<file path="src/verilog/master_status_pkg.sv">
// constants, field layout and types for the master status flag block
package master_status_pkg;

	// ------------------------------------------------------------
	// bus geometry
	// ------------------------------------------------------------
	localparam int ADDR_W = 8;
	localparam int DATA_W = 32;
	localparam int ERR_W = 4;
	localparam int EVT_W = 7;

	// ------------------------------------------------------------
	// register byte offsets
	// ------------------------------------------------------------
	localparam logic [ADDR_W-1:0] OFS_MASTER_STATUS = 8'h00;
	localparam logic [ADDR_W-1:0] OFS_CONTROL = 8'h04;
	localparam logic [ADDR_W-1:0] OFS_IRQ_ENABLE = 8'h08;
	localparam logic [ADDR_W-1:0] OFS_EVENT_STATUS = 8'h0C;
	localparam logic [ADDR_W-1:0] OFS_EVENT_MASK = 8'h10;

	// ------------------------------------------------------------
	// master status register fields
	// ------------------------------------------------------------
	localparam int MS_TRANSMIT_ACTIVE = 8;
	localparam int MS_SLEEP_ENTRY_FLAG = 4;
	localparam int MS_SLEEP_EXIT_FLAG = 3;
	localparam int MS_ERROR_EVENT_FLAG = 2;
	localparam int MS_SLEEP_ACK = 1;
	localparam int MS_FREEZE_ACK = 0;

	// ------------------------------------------------------------
	// control register fields
	// ------------------------------------------------------------
	localparam int CT_FREEZE_REQUEST = 0;
	localparam int CT_SLEEP_REQUEST = 1;
	localparam int CT_AUTO_WAKE = 5;
	localparam int CT_SOFT_RESET = 15;

	// ------------------------------------------------------------
	// interrupt enable register fields
	// ------------------------------------------------------------
	localparam int IE_SLEEP_ENTRY = 0;
	localparam int IE_SLEEP_EXIT = 1;
	localparam int IE_ERROR = 2;
	localparam int IE_ERR_SRC_LSB = 8;

	// ------------------------------------------------------------
	// event status bits (read clears)
	// ------------------------------------------------------------
	localparam int EV_TX_START = 0;
	localparam int EV_TX_END = 1;
	localparam int EV_SLEEP_IN = 2;
	localparam int EV_SLEEP_OUT = 3;
	localparam int EV_FREEZE_IN = 4;
	localparam int EV_FREEZE_OUT = 5;
	localparam int EV_ERROR = 6;

	// ------------------------------------------------------------
	// reset values, responses, timing
	// ------------------------------------------------------------
	localparam logic RST_SLEEP_REQUEST = 1'b1;
	localparam logic RST_SLEEP_ACK = 1'b1;
	localparam logic RST_FREEZE_ACK = 1'b0;
	localparam logic [EVT_W-1:0] RST_EVENT_MASK = 7'h00;
	localparam logic [1:0] RESP_OKAY = 2'h0;
	localparam logic [1:0] RESP_SLVERR = 2'h2;
	localparam logic [3:0] RECESSIVE_BITS = 4'hB;

	typedef enum logic [2:0] {
		MODE_NORMAL,
		MODE_SLEEP,
		MODE_SLEEP_EXIT,
		MODE_FREEZE,
		MODE_FREEZE_EXIT
	} mode_t;

endpackage : master_status_pkg
</file>
<file path="src/verilog/can_master_status_flags.sv">
// master status flags, sleep and freeze acknowledge logic with its bus slave
module can_master_status_flags
	import master_status_pkg::*;
(
	input wire logic MCLK,
	input wire logic RST_N,
	// axi4-lite write address
	input wire logic [ADDR_W-1:0] AWADDR,
	input wire logic AWVALID,
	output logic AWREADY,
	// axi4-lite write data
	input wire logic [DATA_W-1:0] WDATA,
	input wire logic [3:0] WSTRB,
	input wire logic WVALID,
	output logic WREADY,
	// axi4-lite write response
	output logic [1:0] BRESP,
	output logic BVALID,
	input wire logic BREADY,
	// axi4-lite read address
	input wire logic [ADDR_W-1:0] ARADDR,
	input wire logic ARVALID,
	output logic ARREADY,
	// axi4-lite read data
	output logic [DATA_W-1:0] RDATA,
	output logic [1:0] RRESP,
	output logic RVALID,
	input wire logic RREADY,
	// controller core, same clock
	input wire logic TX_BUSY,
	input wire logic RX_BUSY,
	input wire logic SOF_SEEN,
	input wire logic BIT_TICK,
	input wire logic [ERR_W-1:0] ERR_COND,
	// receive pin, asynchronous
	input wire logic CAN_RX,
	// mode and interrupt outputs
	output logic SLEEP_ACK,
	output logic FREEZE_ACK,
	output logic STATUS_IRQ,
	output logic IRQ
);

	// ------------------------------------------------------------
	// state
	// ------------------------------------------------------------
	typedef struct packed {
		mode_t mode;
		logic [3:0] rec_cnt;
		logic rx_meta;
		logic rx_sync;
		logic tx_active;
		logic sleep_ack;
		logic freeze_ack;
		logic sleep_request;
		logic freeze_request;
		logic auto_wake;
		logic sleep_entry_irq_enable;
		logic sleep_exit_irq_enable;
		logic error_irq_enable;
		logic [ERR_W-1:0] err_src_en;
		logic sleep_entry_flag;
		logic sleep_exit_flag;
		logic error_event_flag;
		logic [EVT_W-1:0] evt;
		logic [EVT_W-1:0] evt_mask;
		logic awready;
		logic wready;
		logic aw_held;
		logic w_held;
		logic [ADDR_W-1:0] waddr;
		logic [DATA_W-1:0] wdata;
		logic [3:0] wstrb;
		logic bvalid;
		logic [1:0] bresp;
		logic arready;
		logic rvalid;
		logic [DATA_W-1:0] rdata;
		logic [1:0] rresp;
		logic status_irq;
		logic irq;
	} state_t;

	state_t s_r;
	state_t s_nxt;

	// combinational helpers, all driven by the single comb process
	logic [DATA_W-1:0] wmask;
	logic [DATA_W-1:0] w1c;
	logic wake_cond;
	logic sleep_in;
	logic sleep_out;
	logic [EVT_W-1:0] evt_set;
	logic [EVT_W-1:0] evt_clr;
	logic [DATA_W-1:0] rd_word;
	logic rd_hit;

	// ------------------------------------------------------------
	// next-state logic
	// ------------------------------------------------------------
	always_comb begin
		s_nxt = s_r;
		wmask = '0;
		w1c = '0;
		wake_cond = 1'b0;
		sleep_in = 1'b0;
		sleep_out = 1'b0;
		evt_set = '0;
		evt_clr = '0;
		rd_word = '0;
		rd_hit = 1'b1;

		// pin synchroniser: the first stage feeds only the second
		s_nxt.rx_meta = CAN_RX;
		s_nxt.rx_sync = s_r.rx_meta;

		s_nxt.tx_active = TX_BUSY;

		// write channels are taken independently, in either order
		if (AWVALID && s_r.awready) begin
			s_nxt.aw_held = 1'b1;
			s_nxt.waddr = AWADDR;
		end
		if (WVALID && s_r.wready) begin
			s_nxt.w_held = 1'b1;
			s_nxt.wdata = WDATA;
			s_nxt.wstrb = WSTRB;
		end
		if (s_r.bvalid && BREADY) begin
			s_nxt.bvalid = 1'b0;
		end

		// a write completes once both halves are held and b is free
		for (int i = 0; i < 4; i++) begin
			wmask[i*8 +: 8] = {8{s_r.wstrb[i]}};
		end
		if (s_r.aw_held && s_r.w_held && !s_r.bvalid) begin
			s_nxt.aw_held = 1'b0;
			s_nxt.w_held = 1'b0;
			s_nxt.bvalid = 1'b1;
			s_nxt.bresp = RESP_OKAY;
			unique case (s_r.waddr)
				OFS_MASTER_STATUS: begin
					// only flags react; zeros and ro bits ignored
					w1c = s_r.wdata & wmask;
				end
				OFS_CONTROL: begin
					if (wmask[CT_FREEZE_REQUEST]) begin
						s_nxt.freeze_request = s_r.wdata[CT_FREEZE_REQUEST];
					end
					if (wmask[CT_SLEEP_REQUEST]) begin
						s_nxt.sleep_request = s_r.wdata[CT_SLEEP_REQUEST];
					end
					if (wmask[CT_AUTO_WAKE]) begin
						s_nxt.auto_wake = s_r.wdata[CT_AUTO_WAKE];
					end
					if (wmask[CT_SOFT_RESET] && s_r.wdata[CT_SOFT_RESET]) begin
						s_nxt.sleep_request = 1'b1;
						s_nxt.freeze_request = 1'b0;
					end
				end
				OFS_IRQ_ENABLE: begin
					if (wmask[IE_SLEEP_ENTRY]) begin
						s_nxt.sleep_entry_irq_enable = s_r.wdata[IE_SLEEP_ENTRY];
					end
					if (wmask[IE_SLEEP_EXIT]) begin
						s_nxt.sleep_exit_irq_enable = s_r.wdata[IE_SLEEP_EXIT];
					end
					if (wmask[IE_ERROR]) begin
						s_nxt.error_irq_enable = s_r.wdata[IE_ERROR];
					end
					if (wmask[IE_ERR_SRC_LSB]) begin
						s_nxt.err_src_en =
							s_r.wdata[IE_ERR_SRC_LSB +: ERR_W];
					end
				end
				OFS_EVENT_STATUS: begin
					// read-only; a write is accepted and ignored
				end
				OFS_EVENT_MASK: begin
					if (wmask[0]) begin
						s_nxt.evt_mask = s_r.wdata[EVT_W-1:0];
					end
				end
				default: begin
					s_nxt.bresp = RESP_SLVERR;
				end
			endcase
		end
		s_nxt.awready = !s_nxt.aw_held && !s_nxt.bvalid;
		s_nxt.wready = !s_nxt.w_held && !s_nxt.bvalid;

		// recessive bit counter, live only while leaving a mode
		if (s_r.mode == MODE_SLEEP_EXIT || s_r.mode == MODE_FREEZE_EXIT) begin
			if (BIT_TICK) begin
				if (!s_r.rx_sync) begin
					s_nxt.rec_cnt = '0;
				end else if (s_r.rec_cnt != RECESSIVE_BITS) begin
					s_nxt.rec_cnt = s_r.rec_cnt + 4'h1;
				end
			end
		end else begin
			s_nxt.rec_cnt = '0;
		end

		// mode sequencing; hardware decisions follow software writes
		unique case (s_r.mode)
			MODE_NORMAL: begin
				// sleep deferred while the bus is busy
				if (s_r.sleep_request && !(TX_BUSY || RX_BUSY)) begin
					s_nxt.mode = MODE_SLEEP;
				// freeze deferred while the bus is busy
				end else if (s_r.freeze_request && !(TX_BUSY || RX_BUSY)) begin
					s_nxt.mode = MODE_FREEZE;
				end
			end
			MODE_SLEEP: begin
				if (s_r.auto_wake && SOF_SEEN) begin
					wake_cond = 1'b1;
					s_nxt.sleep_request = 1'b0;
					s_nxt.mode = MODE_SLEEP_EXIT;
				end else if (!s_r.sleep_request) begin
					s_nxt.mode = MODE_SLEEP_EXIT;
				end
			end
			MODE_SLEEP_EXIT: begin
				if (s_r.sleep_request) begin
					s_nxt.mode = MODE_SLEEP;
				end else if (s_r.rec_cnt == RECESSIVE_BITS) begin
					s_nxt.mode = MODE_NORMAL;
				end
			end
			MODE_FREEZE: begin
				if (!s_r.freeze_request) begin
					s_nxt.mode = MODE_FREEZE_EXIT;
				end
			end
			MODE_FREEZE_EXIT: begin
				if (s_r.freeze_request) begin
					s_nxt.mode = MODE_FREEZE;
				end else if (s_r.rec_cnt == RECESSIVE_BITS) begin
					s_nxt.mode = MODE_NORMAL;
				end
			end
			default: begin
				s_nxt.mode = MODE_NORMAL;
			end
		endcase

		s_nxt.sleep_ack = (s_nxt.mode == MODE_SLEEP)
			|| (s_nxt.mode == MODE_SLEEP_EXIT);
		s_nxt.freeze_ack = (s_nxt.mode == MODE_FREEZE)
			|| (s_nxt.mode == MODE_FREEZE_EXIT);
		sleep_in = !s_r.sleep_ack && s_nxt.sleep_ack;
		sleep_out = s_r.sleep_ack && !s_nxt.sleep_ack;

		// entry flag: set wins over the written clear
		s_nxt.sleep_entry_flag = (s_r.sleep_entry_flag
			&& !w1c[MS_SLEEP_ENTRY_FLAG] && !sleep_out)
			|| (s_r.sleep_entry_irq_enable && sleep_in);

		// exit flag: only a written one clears it
		s_nxt.sleep_exit_flag = (s_r.sleep_exit_flag
			&& !w1c[MS_SLEEP_EXIT_FLAG]) || sleep_out || wake_cond;

		// error flag from enabled error conditions
		s_nxt.error_event_flag = (s_r.error_event_flag
			&& !w1c[MS_ERROR_EVENT_FLAG])
			|| (|(ERR_COND & s_r.err_src_en));

		s_nxt.status_irq = s_nxt.sleep_entry_flag
			|| (s_nxt.sleep_exit_flag && s_nxt.sleep_exit_irq_enable)
			|| (s_nxt.error_event_flag && s_nxt.error_irq_enable);

		// read channel; an accepted read returns next cycle
		if (s_r.rvalid && RREADY) begin
			s_nxt.rvalid = 1'b0;
		end
		unique case (ARADDR)
			OFS_MASTER_STATUS: begin
				// bits 7 to 5 stay zero
				rd_word[MS_TRANSMIT_ACTIVE] = s_r.tx_active;
				rd_word[MS_SLEEP_ENTRY_FLAG] = s_r.sleep_entry_flag;
				rd_word[MS_SLEEP_EXIT_FLAG] = s_r.sleep_exit_flag;
				rd_word[MS_ERROR_EVENT_FLAG] = s_r.error_event_flag;
				rd_word[MS_SLEEP_ACK] = s_r.sleep_ack;
				rd_word[MS_FREEZE_ACK] = s_r.freeze_ack;
			end
			OFS_CONTROL: begin
				rd_word[CT_FREEZE_REQUEST] = s_r.freeze_request;
				rd_word[CT_SLEEP_REQUEST] = s_r.sleep_request;
				rd_word[CT_AUTO_WAKE] = s_r.auto_wake;
			end
			OFS_IRQ_ENABLE: begin
				rd_word[IE_SLEEP_ENTRY] = s_r.sleep_entry_irq_enable;
				rd_word[IE_SLEEP_EXIT] = s_r.sleep_exit_irq_enable;
				rd_word[IE_ERROR] = s_r.error_irq_enable;
				rd_word[IE_ERR_SRC_LSB +: ERR_W] = s_r.err_src_en;
			end
			OFS_EVENT_STATUS: begin
				rd_word[EVT_W-1:0] = s_r.evt;
			end
			OFS_EVENT_MASK: begin
				rd_word[EVT_W-1:0] = s_r.evt_mask;
			end
			default: begin
				rd_hit = 1'b0;
			end
		endcase
		if (ARVALID && s_r.arready) begin
			s_nxt.arready = 1'b0;
			s_nxt.rvalid = 1'b1;
			s_nxt.rdata = rd_word;
			s_nxt.rresp = rd_hit ? RESP_OKAY : RESP_SLVERR;
			if (ARADDR == OFS_EVENT_STATUS) begin
				evt_clr = '1;
			end
		end else if (!s_nxt.rvalid) begin
			s_nxt.arready = 1'b1;
		end

		// sticky events; a new event beats the clearing read
		evt_set[EV_TX_START] = TX_BUSY && !s_r.tx_active;
		evt_set[EV_TX_END] = !TX_BUSY && s_r.tx_active;
		evt_set[EV_SLEEP_IN] = sleep_in;
		evt_set[EV_SLEEP_OUT] = sleep_out;
		evt_set[EV_FREEZE_IN] = !s_r.freeze_ack && s_nxt.freeze_ack;
		evt_set[EV_FREEZE_OUT] = s_r.freeze_ack && !s_nxt.freeze_ack;
		evt_set[EV_ERROR] = |(ERR_COND & s_r.err_src_en);
		s_nxt.evt = (s_r.evt & ~evt_clr) | evt_set;
		s_nxt.irq = |(s_nxt.evt & s_nxt.evt_mask);
	end

	// ------------------------------------------------------------
	// state register
	// ------------------------------------------------------------
	// synchronous reset; start in sleep with the request set
	always_ff @(posedge MCLK) begin
		if (!RST_N) begin
			s_r <= '0;
			s_r.mode <= MODE_SLEEP;
			s_r.sleep_ack <= RST_SLEEP_ACK;
			s_r.freeze_ack <= RST_FREEZE_ACK;
			s_r.sleep_request <= RST_SLEEP_REQUEST;
			s_r.evt_mask <= RST_EVENT_MASK;
			s_r.rx_meta <= 1'b1;
			s_r.rx_sync <= 1'b1;
			s_r.awready <= 1'b1;
			s_r.wready <= 1'b1;
			s_r.arready <= 1'b1;
		end else begin
			s_r <= s_nxt;
		end
	end

	// ------------------------------------------------------------
	// outputs, each straight from the state register
	// ------------------------------------------------------------
	assign AWREADY = s_r.awready;
	assign WREADY = s_r.wready;
	assign BRESP = s_r.bresp;
	assign BVALID = s_r.bvalid;
	assign ARREADY = s_r.arready;
	assign RDATA = s_r.rdata;
	assign RRESP = s_r.rresp;
	assign RVALID = s_r.rvalid;
	assign SLEEP_ACK = s_r.sleep_ack;
	assign FREEZE_ACK = s_r.freeze_ack;
	assign STATUS_IRQ = s_r.status_irq;
	assign IRQ = s_r.irq;
endmodule : can_master_status_flags

</file>
<file path="config.mk">
export PLATFORM = sky130hd
export DESIGN_NAME = can_master_status_flags
export DESIGN_NICKNAME = d
export VERILOG_FILES = /design/src/verilog/master_status_pkg.sv /design/src/verilog/can_master_status_flags.sv
export SDC_FILE = /design/constraint.sdc
export NUM_CORES = 1
export LEC_CHECK = 0
export ABC_AREA = 1
export BUFFER_PORTS_ARGS = -buffer_cell sky130_fd_sc_hd__buf_2
export CAP_MARGIN = 20
export CORE_MARGIN = 2
export CORE_UTILIZATION = 37
export DETAILED_ROUTE_END_ITERATION = 12
export GPL_ROUTABILITY_DRIVEN = 0
export SLEW_MARGIN = 20
export SYNTH_ARGS = -nofsm -noshare
export SYNTH_HDL_FRONTEND = slang
export SYNTH_SLANG_ARGS = --single-unit
</file>
<file path="constraint.sdc">
create_clock -name MCLK -period 1.5 [get_ports MCLK]
set_clock_uncertainty 0.1 [all_clocks]
set_input_delay 0.3 -clock MCLK [delete_from_list [all_inputs] [get_ports MCLK]]
set_output_delay 0.3 -clock MCLK [all_outputs]
set_load 0.02 [all_outputs]
</file>
# After elaboration in Yosys (flattened, before gate mapping)
# Index checks and enable logic that the tools add are counted.
# word_totals
regBits	89
out_inout_bits	45
# op_classes
n_addsub	1
n_eq_ne	20
n_mux	52
n_bitwise	6
reduce_logical	65
# op_table
cell	n
7-bit 2-to-1 mux	6
35-bit 2-to-1 mux	1
3-bit 2-to-1 mux	11
8-bit by 4-bit equality test with 1-bit output (second input constant)	4
1-bit logical AND	26
1-bit 2-to-1 mux	17
8-bit by 3-bit equality test with 1-bit output (second input constant)	2
8-bit by 5-bit equality test with 1-bit output (second input constant)	2
8-bit logical NOT	2
1-bit logical NOT	15
3-bit case mux with 5 select lines	1
7-bit AND	2
3-bit by 2-bit equality test with 1-bit output (second input constant)	4
4-bit 2-to-1 mux	3
3-bit AND reduction	4
1-bit logical OR	10
10-bit 2-to-1 mux	1
5-bit 2-to-1 mux	2
2-bit case mux with 5 select lines	1
5-bit OR reduction	2
2-bit 2-to-1 mux	4
7-bit inverter	1
7-bit OR	1
7-bit OR reduction	1
17 further kinds	21

# Longest topological paths before layout
# logic_depth
word_depth	15
mapped_depth	14
ltp_nobuf	14

# Least setup slack after synthesis
# No wires, ideal clock.
# synth_path
path_type	register to register
startpoint	register s_r[121] (netlist name)
endpoint	register s_r (netlist bit IRQ)
arrival_ns	1.410
t_required_ns	1.283
setup_slack_ns	-0.127
stages_incl_launch_ff	13
path_buffers	0
synth_period_minus_slack_ns	1.627
path_cell_list	dfxtp_1 > ha_1 > nand3_1 > inv_1 > nor2_1 > o21ai_1 > nand2_1 > nand2_1 > nand2_1 > nand2_1 > nand3_1 > nor2_1 > nor2_1
# synth_between
elab_chain_len	11
elab_cells_between_ends	20
classes_between	5 x eq/ne; 4 x mux; 2 x bitwise; 9 x reduce/logical
# synth_lines
element	line_no	source
start, declared	can_master_status_flags.sv:84	state_t s_r;
start signal, assigned	can_master_status_flags.sv:352	s_r <= s_nxt;
4-bit equality test *	can_master_status_flags.sv:229, can_master_status_flags.sv:241	
3-bit 2-to-1 mux *	can_master_status_flags.sv:229, can_master_status_flags.sv:241	
3-bit 2-to-1 mux (on tied branches)	can_master_status_flags.sv:239, can_master_status_flags.sv:227	
3-bit case mux with 5 select lines *	can_master_status_flags.sv:207	unique case (s_r.mode)
3-bit by 1-bit equality test with 1-bit output, or another cell as far along	can_master_status_flags.sv:250	s_nxt.sleep_ack = (s_nxt.mode == MODE_SLEEP)
1-bit logical OR (on tied branches)	can_master_status_flags.sv:251, can_master_status_flags.sv:253	
1-bit logical NOT (on tied branches)	can_master_status_flags.sv:255, can_master_status_flags.sv:328	
1-bit logical AND (on tied branches)	can_master_status_flags.sv:255, can_master_status_flags.sv:328	
7-bit OR *	can_master_status_flags.sv:330	s_nxt.evt = (s_r.evt & ~evt_clr) | evt_set;
7-bit AND *	can_master_status_flags.sv:331	s_nxt.irq = |(s_nxt.evt & s_nxt.evt_mask);
7-bit OR reduction *	can_master_status_flags.sv:331	
# Mark *: on every way between the ends. The rest lies on a longest branch, timed or not.
# A chain may end at the register's enable or synchronous reset.

# Final worst setup path
# layout_path
startpoint	register s_r[126] (netlist name)
endpoint	register s_r (netlist bit STATUS_IRQ)
# layout_between
elab_chain_len	12
elab_cells_between_ends	30
classes_between	6 x eq/ne; 10 x mux; 14 x reduce/logical
# layout_lines
element	line_no	source
3-bit 2-to-1 mux (on tied branches) (2 in a row)	-	
3-bit case mux with 5 select lines	can_master_status_flags.sv:207	
3-bit by 1-bit equality test with 1-bit output / 3-bit by 2-bit equality test with 1-bit output (equally long branches)	can_master_status_flags.sv:250, can_master_status_flags.sv:251	
1-bit logical OR	can_master_status_flags.sv:251	|| (s_nxt.mode == MODE_SLEEP_EXIT);
1-bit logical NOT	can_master_status_flags.sv:255	sleep_out = s_r.sleep_ack && !s_nxt.sleep_ack;
1-bit logical AND	can_master_status_flags.sv:255	
1-bit logical NOT / 1-bit logical OR (equally long branches)	can_master_status_flags.sv:259, can_master_status_flags.sv:264	
1-bit logical AND / 1-bit logical OR (equally long branches)	can_master_status_flags.sv:259, can_master_status_flags.sv:264	
1-bit logical OR / 1-bit logical AND (equally long branches)	can_master_status_flags.sv:260, can_master_status_flags.sv:272	
1-bit logical OR *	can_master_status_flags.sv:272	|| (s_nxt.sleep_exit_flag && s_nxt.sleep_exit_irq_enable)
1-bit logical OR *	can_master_status_flags.sv:273	|| (s_nxt.error_event_flag && s_nxt.error_irq_enable);
# Marked as above.

==> impl_results.md <==
* Number of remaining DRC errors at 0
* Violations in the final reports: setup timing
* Arrival time of data at the critical path endpoint at 1.82 ns
* Smallest setup slack after layout at -0.182 ns
* Number of distinct standard cells referenced by the synthesized netlist at 43
* Number of buffers created by CTS at 9
* Data required time of the worst path at 1.64 ns
* Maxcap violations at 0
* Die Footprint at 11600 µm²
* Number of input and output port buffers inserted at 67
* Areal power density over the cells at 887 nW/µm²
* Starting density of the core at 38.3%
* Mean post-synth cell area at 7.35 µm²
* Post-synthesis to final-layout area growth at 37.0%
* Dominant combinational cell family by area after synthesis: simple AND/OR/NAND/NOR gates
* Overall die height at 108 µm
* Final-layout worst hold slack at 0.0330 ns
* H-Tree Level Count at 3
* Part of the power in combinational logic at 13.9%
* Hold/Removal Path Class: primary input to flop
* Number of nets in the final layout at 748
* Fraction of power consumed by sequential logic at 48.8%
* Share of the synthesized netlist area taken by xor and xnor gates at 0.220%
* Maximum vdd ir drop at 451 µV
* Simple-gate portion of the synthesized area at 27.2%
* Clock latency reported for the late side of the worst-skew pair at 0.35 ns
* Min-Delay Path Depth at 2
* Width of the die at 108 µm
* Internal power at 3.51 mW
* Number of flops mapped to enable cells by yosys at 0
* Crit end category: flop
* Global-route total usage across every layer at 17.7%
* Run status: finished, violations left
* Global-route congestion overflow total at 0
* Post-DP HPWL at 7510 µm
* Vias in the first global route at 3580
* ANT cells at 0
* GR met3 Demand/Resource at 3.27%
* Row cnt at 37
* Area fraction in compound gates after synthesis at 15.3%
* Layout cells sized above 1 at 39.5%
* Root buffer cell: sky130_fd_sc_hd__clkbuf_8
* Core area at 10400 µm²
* Detailed Routing Iterations Pass 1 at 4
* Period minus WS final at 1.68 ns
* Wire length after detailed routing at 10200 µm
* Clock transition at the registers of the reported paths at 0.09 ns
* Sw Pwr at 1.32 mW
* Part of the total power dissipated in the clock network at 37.3%
* Depth of the worst register-to-register path at 12
* Biggest fanout along the worst timing path at 5
* Final cycle utilization of the critical path at 112%
* Lkg Pwr at 2.50 nW
* CTS tree: done
* Count of state elements after synthesis at 83
* Average wire per cell in the routed design at 12.5 µm
* Async set-or-reset flop fraction in the synthesized netlist at 0%
* Antenna-violating nets left at 0
* Share of synthesized area spent on multiplexers at 0%
* Sinks on the clock net at 83
* Highest Clock Rate at 594 MHz
* Leading cell types in the layout, fill and taps excluded: 82 x sky130_fd_sc_hd__nand2_1, 79 x sky130_fd_sc_hd__buf_4, 72 x sky130_fd_sc_hd__dfxtp_1
* Final Max Slew Viols at 0
* Setup repair after global routing missed its margin: yes
* Number of setup violations in the final report at 10
* Global-route wire length before repair at 16200 µm
* Clock Tree Buf Depth at 2
* Hold buffer count at CTS at 0
* Met2 usage at 30.0%
* Number of warnings reported in the yosys synthesis log at 0
* Portion of the post-synthesis area used by sequential elements at 41.8%
* Via-to-Cell Ratio at 4.60
* Post-layout util at 52.5%
* Category of the critical setup timing path: flop to flop
* Post-synthesis cell area at 3980 µm²
* Final Hold Fails at 0
* Total number of vias at 3772
* Adder-Cell Fraction of Synth Area at 0.315%
* Number of DRC violations after detailed-routing iteration 0 at 182
* Initial antenna violation count at 0
* Count of boundary I/O pins at 113
* Cell count after synthesis at 541
* Fraction of power spent switching nets at 27.3%
* Global route hottest layer: met2
* Most frequent standard cell in the layout excluding fill and tap cells: sky130_fd_sc_hd__nand2_1
* Nature of the critical path startpoint: flop
* Pin count of the biggest net entering global routing at 39
* Global routing met1 resource utilization at 22.0%
* Top FF cell, synth: sky130_fd_sc_hd__dfxtp_1
[flip-flops by register name, indices dropped and copies added (netlist names)]
register,cells
BRESP,1
STATUS_IRQ,1
AWREADY,1
RRESP,1
BVALID,1
SLEEP_ACK,1
s_r,60
IRQ,1
WREADY,1
RVALID,1
s_nxt,1
RDATA,11
ARREADY,1
FREEZE_ACK,1
[cells by family after synthesis]
logic type / count (synthesis)
AO/OA/AOI/OAI: 112
adder cells (fa/ha/maj): 1
XOR/XNOR: 1
AND/OR/NAND/NOR: 224
other: 1
flip-flops: 83
buffers and inverters: 119
[Yosys cell counts (2+ instances only)]
cell	number	share of area, %
sky130_fd_sc_hd__a21oi_1	46	5.8
sky130_fd_sc_hd__a221oi_1	3	0.66
sky130_fd_sc_hd__a22o_1	2	0.44
sky130_fd_sc_hd__a31oi_1	2	0.31
sky130_fd_sc_hd__buf_4	36	6.8
sky130_fd_sc_hd__buf_6	2	0.57
sky130_fd_sc_hd__clkbuf_1	11	1.0
sky130_fd_sc_hd__dfxtp_1	83	42
sky130_fd_sc_hd__inv_1	63	5.9
sky130_fd_sc_hd__inv_2	4	0.38
sky130_fd_sc_hd__nand2_1	91	8.6
sky130_fd_sc_hd__nand2_2	7	1.1
sky130_fd_sc_hd__nand3_1	22	2.8
sky130_fd_sc_hd__nand3_2	6	1.5
sky130_fd_sc_hd__nand4_1	6	0.94
sky130_fd_sc_hd__nor2_1	68	6.4
sky130_fd_sc_hd__nor2_2	4	0.63
sky130_fd_sc_hd__nor2_4	4	1.1
sky130_fd_sc_hd__nor3_1	4	0.50
sky130_fd_sc_hd__nor4_4	2	1.1
sky130_fd_sc_hd__o211ai_1	2	0.38
sky130_fd_sc_hd__o21ai_0	48	6.0
sky130_fd_sc_hd__o21ai_1	2	0.25
sky130_fd_sc_hd__o22ai_1	2	0.31
sky130_fd_sc_hd__or2_2	3	0.47
[per-stage QoR]
stage,total power [mW],instance area [µm²],cells,setup WS (ns),TNS (ns)
floorplan,2.82,4090,563,-0.0332,-0.0332
global placement,3.02,4850,791,-0.241,-2.73
detailed placement,3.04,4850,791,-0.271,-3.20
CTS,4.84,5190,809,-0.228,-0.934
global route,5.05,5450,820,-0.307,-2.47
finish,4.83,5450,820,-0.182,-0.685
[layout make-up]
cell class	instances	area (µm²)
inverter	69	279
clock buffer	9	124
sequential	83	1690
tap	136	170
clock inverter	7	101
multi-input combinational	361	2040
fill	1029	4920
timing repair buffer	155	1050
[metal layers]
layer | vias to the layer above | wire length, µm
met2 | 83 | 5010
met3 | 13 | 395
met1 | 1708 | 4640
li1 | 1968 | -
met4 | 0 | 172
met5 | - | 0
[timing repair]
item | in CTS | in global routing
endpoints found under the hold margin | 0 | 0
resized for setup | 33 | 62
pin swaps | 9 | 26
endpoints found under the setup margin | 21 | 29
setup buffers | 2 | 12
[power by group through the flow]
stage	clock network [mW]	registers (mW)	logic, mW
6_report	1.80	2.36	0.672
4_1_cts	1.84	2.35	0.643
3_3_place_gp	0	2.40	0.618
5_1_grt	1.93	2.37	0.750
3_5_place_dp	0	2.41	0.632
2_1_floorplan	0	2.41	0.414
[worst max-delay path: stages (launching register included)]
cell and delay, ns:
sky130_fd_sc_hd__dfxtp_4 0.44, sky130_fd_sc_hd__inv_4 0.06, sky130_fd_sc_hd__nand3_2 0.10, sky130_fd_sc_hd__nor2_2 0.06
sky130_fd_sc_hd__nor2_4 0.11, sky130_fd_sc_hd__nand3_4 0.10, sky130_fd_sc_hd__nand2_4 0.12, sky130_fd_sc_hd__nand2_4 0.06
sky130_fd_sc_hd__buf_4 0.13, sky130_fd_sc_hd__nand3_1 0.08, sky130_fd_sc_hd__nand2_1 0.08, sky130_fd_sc_hd__nand2_2 0.07
sky130_fd_sc_hd__nand2_1 0.07
[path summary, 6_finish.rpt]
kind                         startpoint               endpoint  slack, ns
setup reg to reg    s_r[126]$_SDFF_PN0_  STATUS_IRQ$_SDFF_PN0_      -0.18
hold / removal                   CAN_RX  s_nxt[119]$_SDFF_PN1_       0.03
setup / recovery    s_r[126]$_SDFF_PN0_  STATUS_IRQ$_SDFF_PN0_      -0.18
hold reg to reg   s_nxt[119]$_SDFF_PN1_    s_r[119]$_SDFF_PN1_       0.33
Power figures use the tool's default switching activity.
